===== src/spr_params.svh =====
// Offsets, field positions, reset values and counts of the receiver status block
`ifndef SPR_PARAMS_SVH
`define SPR_PARAMS_SVH

// ==========================================================
// Register offsets
`define SPR_ADDR_IRQ_MASK  8'h21
`define SPR_ADDR_BUF_CTRL  8'h24
`define SPR_ADDR_ERR       8'h25
`define SPR_ADDR_CS_STAT   8'h26
`define SPR_ADDR_ERR_MASK  8'h27
`define SPR_ADDR_LINK      8'h28
`define SPR_ADDR_BUF_BASE  8'h4a
`define SPR_ADDR_BUF_END   8'h62

// ==========================================================
// Buffer control fields
`define SPR_CTRL_SSEL      0
`define SPR_CTRL_BUFFER_KIND_SELECT      1
`define SPR_CTRL_CAM       2
`define SPR_CTRL_PICKB     3
`define SPR_CTRL_HOLD_LO   4
`define SPR_CTRL_DEEMPH    6

// ==========================================================
// Error register fields
`define SPR_ERR_PAR        0
`define SPR_ERR_BIP        1
`define SPR_ERR_EYE_MARGIN_WARNING       2
`define SPR_ERR_V          3
`define SPR_ERR_UNLOCK     4
`define SPR_ERR_SUBCODE_CHECK_ERROR       5
`define SPR_ERR_STATUS_BLOCK_CHECK_ERROR       6
`define SPR_ERR_AUDIO      7'h1f

// ==========================================================
// Status fields
`define SPR_IRQ_BUFCHG     0
`define SPR_CS_PRO         0
`define SPR_CS_COPY        1
`define SPR_CS_FIRST_GENERATION_FLAG        2
`define SPR_CS_AUDIO       3
`define SPR_CS_EMPH        4
`define SPR_CS_DEEMPH      5
`define SPR_LINK_LOCK      0
`define SPR_LINK_SYNC      1
`define SPR_LINK_V         2
`define SPR_LINK_WLEN_LO   4

// ==========================================================
// Reset values, counts and sync words
`define SPR_CTRL_RST       8'h00
`define SPR_MASK_RST       8'h00
`define SPR_BUF_WORDS      24
`define SPR_BLOCK_FRAMES   192
`define SPR_SYNC_TIMEOUT   4096
`define SPR_SYNC_W0        16'hf872
`define SPR_SYNC_W1        16'h4e1f

`endif


===== src/spr_pkg.sv =====
// Types shared by the receiver status block
package spr_pkg;
    typedef enum logic [1:0] {
        SPR_HOLD_PREV = 2'h0,
        SPR_HOLD_ZERO = 2'h1,
        SPR_HOLD_NONE = 2'h2
    } spr_hold_t;
    typedef enum logic [1:0] {
        SPR_IDLE = 2'h1,
        SPR_COPY = 2'h2
    } spr_copy_st_t;
    typedef logic [15:0] spr_word_t;
endpackage


===== src/spr_mem_if.sv =====
// Connection between the status block and its host buffer memory
`timescale 1ns/100ps
interface spr_mem_if #(
    parameter int AW = 6,
    parameter int DW = 16
);
    logic          wr_en;
    logic [AW-1:0] wr_addr;
    logic [DW-1:0] wr_data;
    logic          rd_en;
    logic [AW-1:0] rd_addr;
    logic [DW-1:0] rd_data;
    modport owner (output wr_en, wr_addr, wr_data, rd_en, rd_addr, input rd_data);
    modport store (input wr_en, wr_addr, wr_data, rd_en, rd_addr, output rd_data);
endinterface


===== src/spr_rx_status.sv =====
// Receiver error flags, status decode, block buffers and sync detection
//
// Design decisions made here: the address-and-strobe port and the address map.
`timescale 1ns/100ps
`include "spr_params.svh"
module spr_rx_status
    import spr_pkg::*;
#(
    parameter int SYNC_FRAMES = `SPR_SYNC_TIMEOUT,
    parameter int BUF_WORDS   = `SPR_BUF_WORDS
)(
    input  wire logic        mclk,
    input  wire logic        rstn,
    input  wire logic [7:0]  reg_addr,
    input  wire logic [7:0]  reg_wdata,
    input  wire logic        reg_wr,
    input  wire logic        reg_rd,
    output logic      [15:0] reg_rdata,
    input  wire logic        pll_locked,
    input  wire logic        sf_stb,
    input  wire logic        sf_is_b,
    input  wire logic        sf_block_start,
    input  wire logic [23:0] sf_sample,
    input  wire logic        sf_c,
    input  wire logic        sf_u,
    input  wire logic        sf_v,
    input  wire logic        check_bit_error,
    input  wire logic        line_code_error,
    input  wire logic        eye_margin_warning,
    input  wire logic        subcode_check_error,
    input  wire logic        status_block_check_error,
    output logic      [23:0] audio_out,
    output logic             audio_stb,
    output logic             audio_is_b,
    output logic             deemph_on,
    output logic             non_audio,
    output logic             rx_fault_irq,
    output logic             buf_change_irq
);
    localparam int SCW = $clog2(SYNC_FRAMES + 1);

    logic [7:0]     ctrl_ff, err_mask_ff, irq_mask_ff;
    logic [6:0]     err_ff, ev, logged;
    logic           clr_err, hit, lock_ff, v_live_ff, rx_fault_irq_ff;
    logic [23:0]    audio_out_ff, prev_a_ff, prev_b_ff, nxt_sample;
    logic           audio_stb_ff, audio_is_b_ff;
    spr_word_t      dcs_ff [BUF_WORDS];
    spr_word_t      du_ff [BUF_WORDS];
    logic [7:0]     frm_ff, cur_f;
    logic           cap_ff, chg_ff, start, cap_en, diff, blk_done;
    logic [4:0]     w;
    logic [3:0]     cs_pos, u_pos;
    spr_copy_st_t   st_ff;
    logic [5:0]     cnt_ff;
    logic           copy_chg_ff, buf_change_irq_ff;
    logic [39:0]    sel_cs;
    logic           pro_ff, copy_ff, first_generation_flag_ff, cs_aud_ff, emph_ff, deemph_ff;
    logic [3:0]     wlen_ff;
    logic [79:0]    sh_ff;
    logic           seen_ff, match, non_audio_ff;
    logic [SCW-1:0] scnt_ff;
    logic [7:0]     rd_q_ff, rd_mux;
    logic           buf_rd_ff, fmt_user_ff, fmt_two_ff, fmt_pickb_ff;
    logic [4:0]     buf_idx;
    spr_hold_t      hold;

    spr_mem_if #(.AW(6), .DW(16)) mif ();

    spr_blk_mem #(.AW(6), .DW(16), .DEPTH(2 * BUF_WORDS)) u_mem (
        .mclk (mclk),
        .m    (mif.store)
    );

    // Address falls inside the data buffer window
    function automatic logic in_buf(input logic [7:0] a);
        return (a >= `SPR_ADDR_BUF_BASE) && (a < `SPR_ADDR_BUF_END);
    endfunction

    // First generation from category bits 8..14 and the generation bit
    function automatic logic first_gen(input logic [7:0] cat);
        logic inv;
        inv = (cat[2:0] == 3'h1) || (cat[3:0] == 4'h8) || (cat[3:0] == 4'he);
        return inv ? cat[7] : ~cat[7];
    endfunction

    // ==========================================================
    // Control registers written by software
    always_ff @(posedge mclk) begin
        if (!rstn) begin
            ctrl_ff     <= `SPR_CTRL_RST;
            err_mask_ff <= `SPR_MASK_RST;
            irq_mask_ff <= `SPR_MASK_RST;
        end else if (reg_wr) begin
            if (reg_addr == `SPR_ADDR_BUF_CTRL) begin
                ctrl_ff <= reg_wdata;
            end else if (reg_addr == `SPR_ADDR_ERR_MASK) begin
                err_mask_ff <= reg_wdata;
            end else if (reg_addr == `SPR_ADDR_IRQ_MASK) begin
                irq_mask_ff <= reg_wdata;
            end
        end
    end

    // ==========================================================
    // Error events and their masked view
    always_comb begin
        ev                  = '0;
        ev[`SPR_ERR_PAR]    = sf_stb & check_bit_error;
        ev[`SPR_ERR_BIP]    = sf_stb & line_code_error;
        ev[`SPR_ERR_EYE_MARGIN_WARNING]   = sf_stb & eye_margin_warning;
        ev[`SPR_ERR_V]      = sf_stb & sf_v;
        ev[`SPR_ERR_UNLOCK] = ~pll_locked;
        ev[`SPR_ERR_SUBCODE_CHECK_ERROR]   = subcode_check_error;
        ev[`SPR_ERR_STATUS_BLOCK_CHECK_ERROR]   = status_block_check_error;
    end

    assign logged  = ev & err_mask_ff[6:0];
    assign clr_err = reg_rd && (reg_addr == `SPR_ADDR_ERR);
    assign hit     = |(logged & `SPR_ERR_AUDIO);
    assign hold    = spr_hold_t'(ctrl_ff[`SPR_CTRL_HOLD_LO +: 2]);

    // Sticky error flags; a new event beats the clearing read
    always_ff @(posedge mclk) begin
        if (!rstn) begin
            err_ff          <= '0;
            rx_fault_irq_ff <= 1'b0;
        end else begin
            err_ff          <= (clr_err ? 7'h00 : err_ff) | logged;
            rx_fault_irq_ff <= |logged;
        end
    end

    // Live lock and validity mirrors
    always_ff @(posedge mclk) begin
        if (!rstn) begin
            lock_ff   <= 1'b0;
            v_live_ff <= 1'b0;
        end else begin
            lock_ff <= pll_locked;
            if (sf_stb) begin
                v_live_ff <= sf_v;
            end
        end
    end

    // ==========================================================
    // Sample hold or mute on unmasked audio errors (error bits 0 to 4 only)
    always_comb begin
        nxt_sample = sf_sample;
        if (hit) begin
            case (hold)
                SPR_HOLD_PREV: nxt_sample = sf_is_b ? prev_b_ff : prev_a_ff;
                SPR_HOLD_ZERO: nxt_sample = '0;
                default:       nxt_sample = sf_sample;
            endcase
        end
    end

    always_ff @(posedge mclk) begin
        if (!rstn) begin
            audio_out_ff  <= '0;
            audio_stb_ff  <= 1'b0;
            audio_is_b_ff <= 1'b0;
            prev_a_ff     <= '0;
            prev_b_ff     <= '0;
        end else begin
            audio_stb_ff <= sf_stb;
            if (sf_stb) begin
                audio_out_ff  <= nxt_sample;
                audio_is_b_ff <= sf_is_b;
                if (sf_is_b) begin
                    prev_b_ff <= nxt_sample;
                end else begin
                    prev_a_ff <= nxt_sample;
                end
            end
        end
    end

    // ==========================================================
    // Capture buffer: bit positions, MSB first; status A high and B low, user bits A and B interleaved
    assign start    = sf_block_start && !sf_is_b;
    assign cap_en   = sf_stb && (cap_ff || start);
    assign cur_f    = start ? 8'h00 : frm_ff;
    assign w        = cur_f[7:3];
    assign cs_pos   = {~sf_is_b, ~cur_f[2:0]};
    assign u_pos    = ~{cur_f[2:0], sf_is_b};
    assign diff     = (dcs_ff[w][cs_pos] != sf_c) || (du_ff[w][u_pos] != sf_u);
    assign blk_done = cap_en && sf_is_b && (cur_f == 8'(`SPR_BLOCK_FRAMES - 1));

    always_ff @(posedge mclk) begin
        if (!rstn) begin
            frm_ff <= '0;
            cap_ff <= 1'b0;
            chg_ff <= 1'b0;
            for (int i = 0; i < BUF_WORDS; i++) begin
                dcs_ff[i] <= '0;
                du_ff[i]  <= '0;
            end
        end else if (cap_en) begin
            dcs_ff[w][cs_pos] <= sf_c;
            du_ff[w][u_pos]   <= sf_u;
            chg_ff            <= (start ? 1'b0 : chg_ff) | diff;
            cap_ff            <= 1'b1;
            if (sf_is_b) begin
                frm_ff <= blk_done ? 8'h00 : cur_f + 8'h01;
                cap_ff <= !blk_done;
            end
        end
    end

    // ==========================================================
    // Whole-block copy from capture buffer into host buffer
    always_ff @(posedge mclk) begin
        if (!rstn) begin
            st_ff             <= SPR_IDLE;
            cnt_ff            <= '0;
            copy_chg_ff       <= 1'b0;
            buf_change_irq_ff <= 1'b0;
        end else begin
            buf_change_irq_ff <= 1'b0;
            case (st_ff)
                SPR_IDLE: begin
                    if (blk_done) begin
                        st_ff       <= SPR_COPY;
                        cnt_ff      <= '0;
                        copy_chg_ff <= chg_ff | diff;
                    end
                end
                SPR_COPY: begin
                    if (cnt_ff == 6'(2 * BUF_WORDS - 1)) begin
                        st_ff             <= SPR_IDLE;
                        buf_change_irq_ff <= copy_chg_ff & irq_mask_ff[`SPR_IRQ_BUFCHG];
                    end else begin
                        cnt_ff <= cnt_ff + 6'h01;
                    end
                end
                default: st_ff <= SPR_IDLE;
            endcase
        end
    end

    assign mif.wr_en   = (st_ff == SPR_COPY);
    assign mif.wr_addr = cnt_ff;
    assign mif.wr_data = (cnt_ff < 6'(BUF_WORDS)) ? dcs_ff[cnt_ff[4:0]]
                                                   : du_ff[5'(cnt_ff - 6'(BUF_WORDS))];

    // ==========================================================
    // Channel status bits of the selected side
    for (genvar n = 0; n < 40; n++) begin : g_cs
        assign sel_cs[n] = ctrl_ff[`SPR_CTRL_SSEL] ? dcs_ff[n / 8][7 - (n % 8)]
                                                   : dcs_ff[n / 8][15 - (n % 8)];
    end

    // Decodes latched when a block completes
    always_ff @(posedge mclk) begin
        if (!rstn) begin
            pro_ff    <= 1'b0;
            copy_ff   <= 1'b0;
            first_generation_flag_ff   <= 1'b0;
            cs_aud_ff <= 1'b0;
            emph_ff   <= 1'b0;
            wlen_ff   <= '0;
        end else if (blk_done) begin
            pro_ff    <= sel_cs[0];
            copy_ff   <= ~sel_cs[2] | (sel_cs[14:8] == 7'h00);
            first_generation_flag_ff   <= first_gen(sel_cs[15:8]);
            cs_aud_ff <= sel_cs[1];
            emph_ff   <= ~sel_cs[0] & sel_cs[3] & ~sel_cs[4] & ~sel_cs[5];
            wlen_ff   <= sel_cs[35:32];
        end
    end

    // ==========================================================
    // Compressed sync search over the top 16 bits of each subframe
    assign match = (sh_ff[79:16] == 64'h0) && (sh_ff[15:0] == `SPR_SYNC_W0) &&
                   (sf_sample[23:8] == `SPR_SYNC_W1);

    always_ff @(posedge mclk) begin
        if (!rstn) begin
            sh_ff   <= '0;
            seen_ff <= 1'b0;
            scnt_ff <= '0;
        end else if (sf_stb) begin
            sh_ff <= {sh_ff[63:0], sf_sample[23:8]};
            if (match) begin
                seen_ff <= 1'b1;
                scnt_ff <= '0;
            end else if (!sf_is_b && seen_ff) begin
                if (scnt_ff == SCW'(SYNC_FRAMES - 1)) begin
                    seen_ff <= 1'b0;
                    scnt_ff <= '0;
                end else begin
                    scnt_ff <= scnt_ff + SCW'(1);
                end
            end
        end
    end

    // Non-audio and de-emphasis indications
    always_ff @(posedge mclk) begin
        if (!rstn) begin
            non_audio_ff <= 1'b0;
            deemph_ff    <= 1'b0;
        end else begin
            non_audio_ff <= seen_ff | cs_aud_ff;
            deemph_ff    <= emph_ff & ctrl_ff[`SPR_CTRL_DEEMPH];
        end
    end

    // ==========================================================
    // Register read path
    always_comb begin
        rd_mux = 8'h00;
        if (reg_addr == `SPR_ADDR_ERR) begin
            rd_mux = {1'b0, err_ff};
        end else if (reg_addr == `SPR_ADDR_BUF_CTRL) begin
            rd_mux = ctrl_ff;
        end else if (reg_addr == `SPR_ADDR_ERR_MASK) begin
            rd_mux = err_mask_ff;
        end else if (reg_addr == `SPR_ADDR_IRQ_MASK) begin
            rd_mux = irq_mask_ff;
        end else if (reg_addr == `SPR_ADDR_CS_STAT) begin
            rd_mux[`SPR_CS_PRO]    = pro_ff;
            rd_mux[`SPR_CS_COPY]   = copy_ff;
            rd_mux[`SPR_CS_FIRST_GENERATION_FLAG]   = first_generation_flag_ff;
            rd_mux[`SPR_CS_AUDIO]  = non_audio_ff;
            rd_mux[`SPR_CS_EMPH]   = emph_ff;
            rd_mux[`SPR_CS_DEEMPH] = deemph_ff;
        end else if (reg_addr == `SPR_ADDR_LINK) begin
            rd_mux[`SPR_LINK_LOCK]            = lock_ff;
            rd_mux[`SPR_LINK_SYNC]            = seen_ff;
            rd_mux[`SPR_LINK_V]               = v_live_ff;
            rd_mux[`SPR_LINK_WLEN_LO +: 4]    = wlen_ff;
        end
    end

    // Buffer window index and kind chosen by software beforehand
    assign buf_idx     = 5'(reg_addr - `SPR_ADDR_BUF_BASE);
    assign mif.rd_en   = reg_rd && in_buf(reg_addr);
    assign mif.rd_addr = {1'b0, buf_idx} + (ctrl_ff[`SPR_CTRL_BUFFER_KIND_SELECT] ? 6'(BUF_WORDS) : 6'h00);

    always_ff @(posedge mclk) begin
        if (!rstn) begin
            rd_q_ff      <= '0;
            buf_rd_ff    <= 1'b0;
            fmt_user_ff  <= 1'b0;
            fmt_two_ff   <= 1'b0;
            fmt_pickb_ff <= 1'b0;
        end else begin
            rd_q_ff   <= (reg_rd && !in_buf(reg_addr)) ? rd_mux : 8'h00;
            buf_rd_ff <= reg_rd && in_buf(reg_addr);
            if (reg_rd) begin
                fmt_user_ff  <= ctrl_ff[`SPR_CTRL_BUFFER_KIND_SELECT];
                fmt_two_ff   <= ctrl_ff[`SPR_CTRL_CAM];
                fmt_pickb_ff <= ctrl_ff[`SPR_CTRL_PICKB];
            end
        end
    end

    // Two-byte words for user data or width select; else one picked byte
    always_comb begin
        reg_rdata = {8'h00, rd_q_ff};
        if (buf_rd_ff) begin
            if (fmt_user_ff || fmt_two_ff) begin
                reg_rdata = mif.rd_data;
            end else begin
                reg_rdata = {8'h00, fmt_pickb_ff ? mif.rd_data[7:0]
                                                 : mif.rd_data[15:8]};
            end
        end
    end

    assign audio_out      = audio_out_ff;
    assign audio_stb      = audio_stb_ff;
    assign audio_is_b     = audio_is_b_ff;
    assign deemph_on      = deemph_ff;
    assign non_audio      = non_audio_ff;
    assign rx_fault_irq   = rx_fault_irq_ff;
    assign buf_change_irq = buf_change_irq_ff;
endmodule


===== src/spr_blk_mem.sv =====
// Host-side block buffer with registered read data
`timescale 1ns/100ps
module spr_blk_mem #(
    parameter int AW    = 6,
    parameter int DW    = 16,
    parameter int DEPTH = 48
)(
    input wire logic mclk,
    spr_mem_if.store m
);
    logic [DW-1:0] mem [DEPTH];
    logic [DW-1:0] rd_q_ff;

    // ==========================================================
    // Write port, filled by the block copy
    always_ff @(posedge mclk) begin
        if (m.wr_en) begin
            mem[m.wr_addr] <= m.wr_data;
        end
    end

    // ==========================================================
    // Read port, data one cycle after the request
    always_ff @(posedge mclk) begin
        if (m.rd_en) begin
            rd_q_ff <= mem[m.rd_addr];
        end
    end

    assign m.rd_data = rd_q_ff;
endmodule


===== config.mk =====
export PLATFORM = sky130hd
export DESIGN_NAME = spr_rx_status
export DESIGN_NICKNAME = d
export VERILOG_FILES = /design/src/spr_pkg.sv /design/src/spr_mem_if.sv /design/src/spr_rx_status.sv /design/src/spr_blk_mem.sv
export VERILOG_INCLUDE_DIRS = /design/src
export SDC_FILE = /design/constraint.sdc
export NUM_CORES = 2
export LEC_CHECK = 0
export BUFFER_PORTS_ARGS = -buffer_cell sky130_fd_sc_hd__buf_4
export CORE_MARGIN = 5
export CORE_UTILIZATION = 45
export DETAILED_ROUTE_END_ITERATION = 8
export SLEW_MARGIN = 10
export SYNTH_ARGS = -nofsm -noshare
export SYNTH_HDL_FRONTEND = slang
export SYNTH_SLANG_ARGS = --single-unit

===== constraint.sdc =====
create_clock -name mclk -period 4.1 [get_ports mclk]
set_input_delay 0.82 -clock mclk [delete_from_list [all_inputs] [get_ports mclk]]
set_output_delay 0.82 -clock mclk [all_outputs]
set_load 0.02 [all_outputs]

=== Word level (Yosys, flattened, before mapping) ===
Memories as Yosys holds them, arrays and structs flattened. A register that Yosys moved wholly into a read port is not among the register bits.
Cells that the tools add are included.

* Register bits after elaboration: 245
* Bits in writable memories: 1536
* Memories: 3
* Word-level logic and storage cells: 224

{| class="wikitable"
|+ Memories
! name !! depth !! bits a word !! rd ports !! clocked after memory_dff !! write ports !! line !! text
|-
| u_mem.mem || 48 || 16 || 1 || 1 || 1 || spr_blk_mem.sv:11 || <nowiki>logic [DW-1:0] mem [DEPTH];</nowiki>
|-
| dcs_ff || 24 || 16 || 5 || 1 || 24 || spr_rx_status.sv:47 || <nowiki>spr_word_t dcs_ff [BUF_WORDS];</nowiki>
|-
| du_ff || 24 || 16 || 2 || 0 || 24 || spr_rx_status.sv:48 || <nowiki>spr_word_t du_ff [BUF_WORDS];</nowiki>
|}

* Bitwise operators: 28
* Mux-type cells: 77
* Magnitude comparators: 7
* $add $sub $neg: 6
* Reduce and logical (&&, ||, !) cells: 45
* Equality and inequality tests: 22

{| class="wikitable"
|+ Operators with widths
! kind !! count
|-
| $mux W16 || 9
|-
| $logic_not A64 Y1 || 1
|-
| $eq A8 B6 Y1 const B || 6
|-
| $mux W24 || 2
|-
| $mux W8 || 6
|-
| $pmux W24 S2 || 1
|-
| $mux W13 || 3
|-
| $mux W1 || 34
|-
| $reduce_or A16 Y1 || 2
|-
| $mux W5 || 5
|-
| $eq A16 B15 Y1 const B || 1
|-
| $eq A16 B16 Y1 const B || 1
|-
| $reduce_and A2 Y1 || 8
|-
| $mux W7 || 2
|-
| $add A13 B1 Y13 const B || 1
|-
| $eq A13 B12 Y1 const B || 1
|-
| $logic_and A1 B1 Y1 || 13
|-
| $mux W6 || 2
|-
| $pmux W6 S2 || 1
|-
| $reduce_and A3 Y1 || 4
|-
| $not A1 Y1 || 11
|-
| $lt A4 B5 Y1 const B || 2
|-
| $and A1 B1 Y1 || 9
|-
| $add A8 B1 Y8 const B || 1
|-
| other kinds (37) || 59
|}

=== Depth between registers and ports, before layout ===
* Depth in word-level cells: 11
* Depth in mapped cells: 17
* Mapped depth without buffers: 11

=== Modules after synthesis ===
Synthesis repeated with hierarchy kept, for this count alone.

* Cell total of the unflattened synthesis: 8209
* Area total of the unflattened synthesis: 100327.5 µm²

{| class="wikitable"
|+ Modules (own cells, without submodules)
! module !! area an instance (µm²) !! cells an instance !! sequential area each (µm²) !! times used
|-
| spr_rx_status || 69888.3 || 6713 || 35754.3 || 1
|-
| spr_blk_mem || 30439.2 || 1496 || 23542.6 || 1
|}

=== Least setup slack after synthesis ===
Ideal clock, no wire load.

* Kind: in2reg
* Start: input reg_addr[1]
* End: register u_mem.rd_q_ff[10] (netlist: u_mem.m.rd_data[10]), read port of u_mem.mem (data pin)
* Cell stages on the path: 13
* Arrival: 3.915 ns
* Path slack: -0.085 ns
* Path buffers: 5
* Cell sequence: clkbuf_1 > clkbuf_1 > clkbuf_1 > inv_1 > ha_1 > xnor2_1 > ha_1 > inv_1 > fa_1 > buf_1 > buf_1 > mux2i_1 > a21oi_1

* Longest elaborated chain between the ends: 3

{| class="wikitable"
|+ RTL lines
! element !! line !! text
|-
| from (decl) || spr_rx_status.sv:14 || <nowiki>input wire logic [7:0] reg_addr,</nowiki>
|-
| parallel branches: the longest is 3 deep, another holds $add A5 B5 Y6 || n/a ||
|-
| to (decl) || spr_blk_mem.sv:12 || <nowiki>logic [DW-1:0] rd_q_ff;</nowiki>
|}

Several ways; the timed one is not identified.
A chain may end at the register's enable or synchronous reset.

=== Worst setup path after layout ===
* Start: register frm_ff[3]
* End: register chg_ff

* Longest elaborated chain between the ends: 7

{| class="wikitable"
|+ RTL lines
! element !! line !! text
|-
| from (decl) || spr_rx_status.sv:49 || <nowiki>logic [7:0] frm_ff, cur_f;</nowiki>
|-
| from (signal assigned) || spr_rx_status.sv:206 || <nowiki>frm_ff <= blk_done ? 8'h00 : cur_f + 8'h01;</nowiki>
|-
| $mux W8 (*) || spr_rx_status.sv:184 || <nowiki>assign cur_f = start ? 8'h00 : frm_ff;</nowiki>
|-
| $mem_v2 Z24 W16, on equally long branches || n/a ||
|-
| $bmux W1 S4 || spr_rx_status.sv:188 || <nowiki>assign diff = (dcs_ff[w][cs_pos] != sf_c) || (du_ff[w][u_pos] != sf_u);</nowiki>
|-
| $mux W1 (implied by the code) || spr_rx_status.sv:188 ||
|-
| $ne A1 B1 Y1 || spr_rx_status.sv:188 ||
|-
| $logic_or A1 B1 Y1 (*) || spr_rx_status.sv:188 ||
|-
| $or A1 B1 Y1 (*) || spr_rx_status.sv:203 || <nowiki>chg_ff <= (start ? 1'b0 : chg_ff) | diff;</nowiki>
|-
| to (signal assigned) || spr_rx_status.sv:203 ||
|-
| to (decl) || spr_rx_status.sv:50 || <nowiki>logic cap_ff, chg_ff, start, cap_en, diff, blk_done;</nowiki>
|}

Mark *: on every way between the ends. The rest lies on a longest branch, timed or not. The select of a mux whose other input is x is not followed.

==> results.yml <==
outcome:
  outcome: "finished, final reports clean"
timing:
  tns_ns: 0
  fmax_mhz: 251
  slew_viol_final: 0
  relSlewSlack_pct: 16.8
  fin_crit_sh_pct: 97.2
  rsz0062_at_grt: "no"
  setup_violations: 0
  period_needed_ns: 3.99
  hold_viol: 0
  skew_ns: 0.0682
  worst_pin_slew_ns: 1.25
floorplan:
  ios: 102
  die_y_um: 476
  rows: 171
  core-area_um2: 217000
  die_w_um: 476
  die-area_um2: 226000
  start_util_pct: 45.1
yosys:
  synth-main-ff-cell: "edfxtp_1"
  synth_edf_count: 1808
  synthesis.area_um2: 97600
  synthDistinctLibCells: 92
  syn-mean-instance-area_um2: 12.3
  yosysSeqAreaShare_pct: 60.8
  ys_ff_latch: 2058
  synth-async-reset-ratio_pct: 0
  synth_cells: 7943
  syn_nets: 8009
  synth_warnings: 0
worst_setup_path:
  regToRegEndpoint: "chg_ff"
  worstSetupEndpointType: "flop"
  worstSetupStartpoint: "frm_ff[3]"
  cp.depth: 13
  crit_top_cell: "buf_4"
  worstPathRequired_ns: 4.91
  cpLargestDelayFamily: "compound AO/OA/AOI/OAI gates"
  r2r_slack_ns: 0.11
  cpPeakStageDelay_ns: 0.82
  worst_r2r_path_depth: 13
  endpoint: "chg_ff"
  start_kind: "flop"
  worstPathCellList: "buf_4 -> nand2b_2 -> buf_4 -> nor3_1 -> o41ai_1 -> o2111ai_1 -> a211oi_1 -> buf_4 -> a2111o_1 -> a21o_1 -> and4_1 -> o21ai_1 -> a31oi_1"
  r2r-start: "frm_ff[3]"
  arrival_ns: 4.79
  critical_path.max_fanout: 17
  crit_buf_inv: 3
  slowest_stage: "a211oi_1"
  worst-setup-path-type: "reg -> reg"
finish:
  layout_commonest_cell: "edfxtp_1"
  drive_gt1_share_pct: 19.3
  n_fill_cell: 18500
  final_cell_mix: "edfxtp_1, nor2_1, o21ai_0, buf_4, mux4_2"
  area_delta_synth_final_pct: 14.2
  fin_util_pct: 51.5
  finalNetCount: 8022
clock_network:
  cts-root-buf: "clkbuf_16"
  clk_latency_ns: 0.89
  h-tree-depth: 4
  cts_buffers: 216
  cts_resized: 0
  cts_tree: "yes"
  cts.sink_count: 2058
  post_cts_buffers: 0
  clkTransAtPathRegs_ns: 0.06
  cts_buffer_depth: 3
  hold_buffers: 0
power:
  leakagePower_nw: 35.1
  p_sw_mw: 10.2
  seq_power_share_pct: 52.2
  p_total_mw: 45.0
  combPwrFrac_pct: 5.0
  power_density_nw_per_um2: 404
  ir_worst_vdd_uv: 475
  clock_power_share_pct: 42.8
  swShare_pct: 22.7
  p_int_mw: 34.8
grt:
  overflow: 0
  grt_busiest_layer: "met2"
  grt_util_met1_pct: 42.0
  grt.total_usage_pct: 30.8
  grt_pass1_wl_um: 506000
  antenna_found_initial: 12
  grt_pass1_vias: 70100
  grt_util_met3_pct: 8.81
  use_met2_pct: 45.4
  grt_max_degree: 218
route:
  dr_total_vias: 73800
  drt_wl_total_um: 355000
  drc_errors: 0
  drt_iter0_markers: 12200
  wire_per_inst_um: 32.3
  dr.pass1.iters: 8
  final_antenna_net_count: 0
  vias_per_cell: 6.71
placement:
  port_buffers: 101
  dpl.hpwl_um: 224000
  gp_congestion: 0.967
hold_path:
  hold_class: "in -> reg"
  hold_start: "pll_locked"
  whs_path_depth: 2
job:
  max-cap-violations: 0
==> cells in the mapped netlist (76+ instances only) <==
library cell | instances | area share [%]
buf_2 | 95 | 0.49
mux4_2 | 420 | 9.7
a211oi_1 | 101 | 0.78
a21oi_1 | 229 | 1.2
o22ai_1 | 210 | 1.3
edfxtp_1 | 1808 | 56
nor2_1 | 1545 | 5.9
dfxtp_1 | 250 | 5.1
mux2i_1 | 311 | 3.2
a22oi_1 | 93 | 0.72
nor3_1 | 76 | 0.39
clkbuf_1 | 654 | 2.5
nand2_1 | 242 | 0.93
o221ai_1 | 91 | 0.82
nand3_1 | 98 | 0.50
o21ai_0 | 919 | 4.7
==> worst reg2reg max path: cells and delay by family (launching register included) <==
kind	cells	cell delay, ns
buffers and inverters	3	0.91
and+or+nand+nor	3	0.66
DFF	1	0.45
AOI/OAI and AO/OA	7	1.90
==> cell families after synthesis <==
family | count (synthesis) | share of synthesized area (%)
and+or+nand+nor | 2176 | 9.27
DFF | 2058 | 60.8
AOI/OAI and AO/OA | 1989 | 12.5
buffers and inverters | 931 | 3.95
muxes | 763 | 13.3
xor gates and xnor gates | 16 | 0.144
adders and majority gates | 10 | 0.136
==> worst min-delay path by stage <==
stage	slack, ns	end
finish	0.17	lock_ff
global route	0.13	lock_ff
CTS	0.11	lock_ff
detailed placement	0.43	scnt_ff[12]
global placement	0.42	scnt_ff[12]
floorplan	0.42	scnt_ff[12]
==> power groups by stage <==
stage	clock [mW]	sequential [mW]	combinational, mW
2_1_floorplan	0	23.8	1.38
4_1_cts	19.5	23.5	2.21
3_3_place_gp	0	23.9	2.16
6_report	19.3	23.5	2.23
5_1_grt	20.4	23.5	2.37
3_5_place_dp	0	23.9	2.20
==> routing by layer <==
| layer | share of wire (%) | up-vias |
|---|---|---|
| met4 | 5.7 | 6 |
| li1 | - | 30200 |
| met2 | 43 | 5557 |
| met3 | 14 | 1104 |
| met5 | 0.0099 | - |
| met1 | 37 | 36900 |
==> metrics by stage <==
step                      instance area, um2  hold WS, ns  cells  setup WS [ns]
after floorplan                        97600        0.415   7943         0.0113
after global placement                104000        0.421  10600        -0.0723
after detailed placement              104000        0.428  10600         -0.120
final                                 111000        0.167  11000          0.114
after CTS                             111000        0.109  11000          0.287
after global routing                  111000        0.128  11000         0.0281
==> area by class of cell <==
| cell class | instances | area (um2) | share of cell area [%] |
|---|---|---|---|
| Timing Repair Buffer | 662 | 6310 | 5.66 |
| Multi-Input combinational cell | 4954 | 35000 | 31.4 |
| Clock buffer | 280 | 5770 | 5.18 |
| Sequential cell | 2058 | 59300 | 53.2 |
| Tap cell | 2854 | 3570 | 3.20 |
| Antenna cell | 7 | 17.5 | 0.0157 |
| Clock inverter | 120 | 1150 | 1.03 |
| Inverter | 64 | 245 | 0.220 |
==> sequential cells by signal, indices dropped and copies added (netlist names), 8 cells and up, named ones only <==
signal	flops
prev_a_ff	24
u_mem.m.rd_data	16
u_mem.mem	768
audio_out	24
rd_q_ff	8
scnt_ff	13
du_ff	512
irq_mask_ff	8
sh_ff	80
frm_ff	8
err_mask_ff	8
ctrl_ff	8
prev_b_ff	24
dcs_ff	512
No activity file was read; power rests on OpenSTA's default activity.
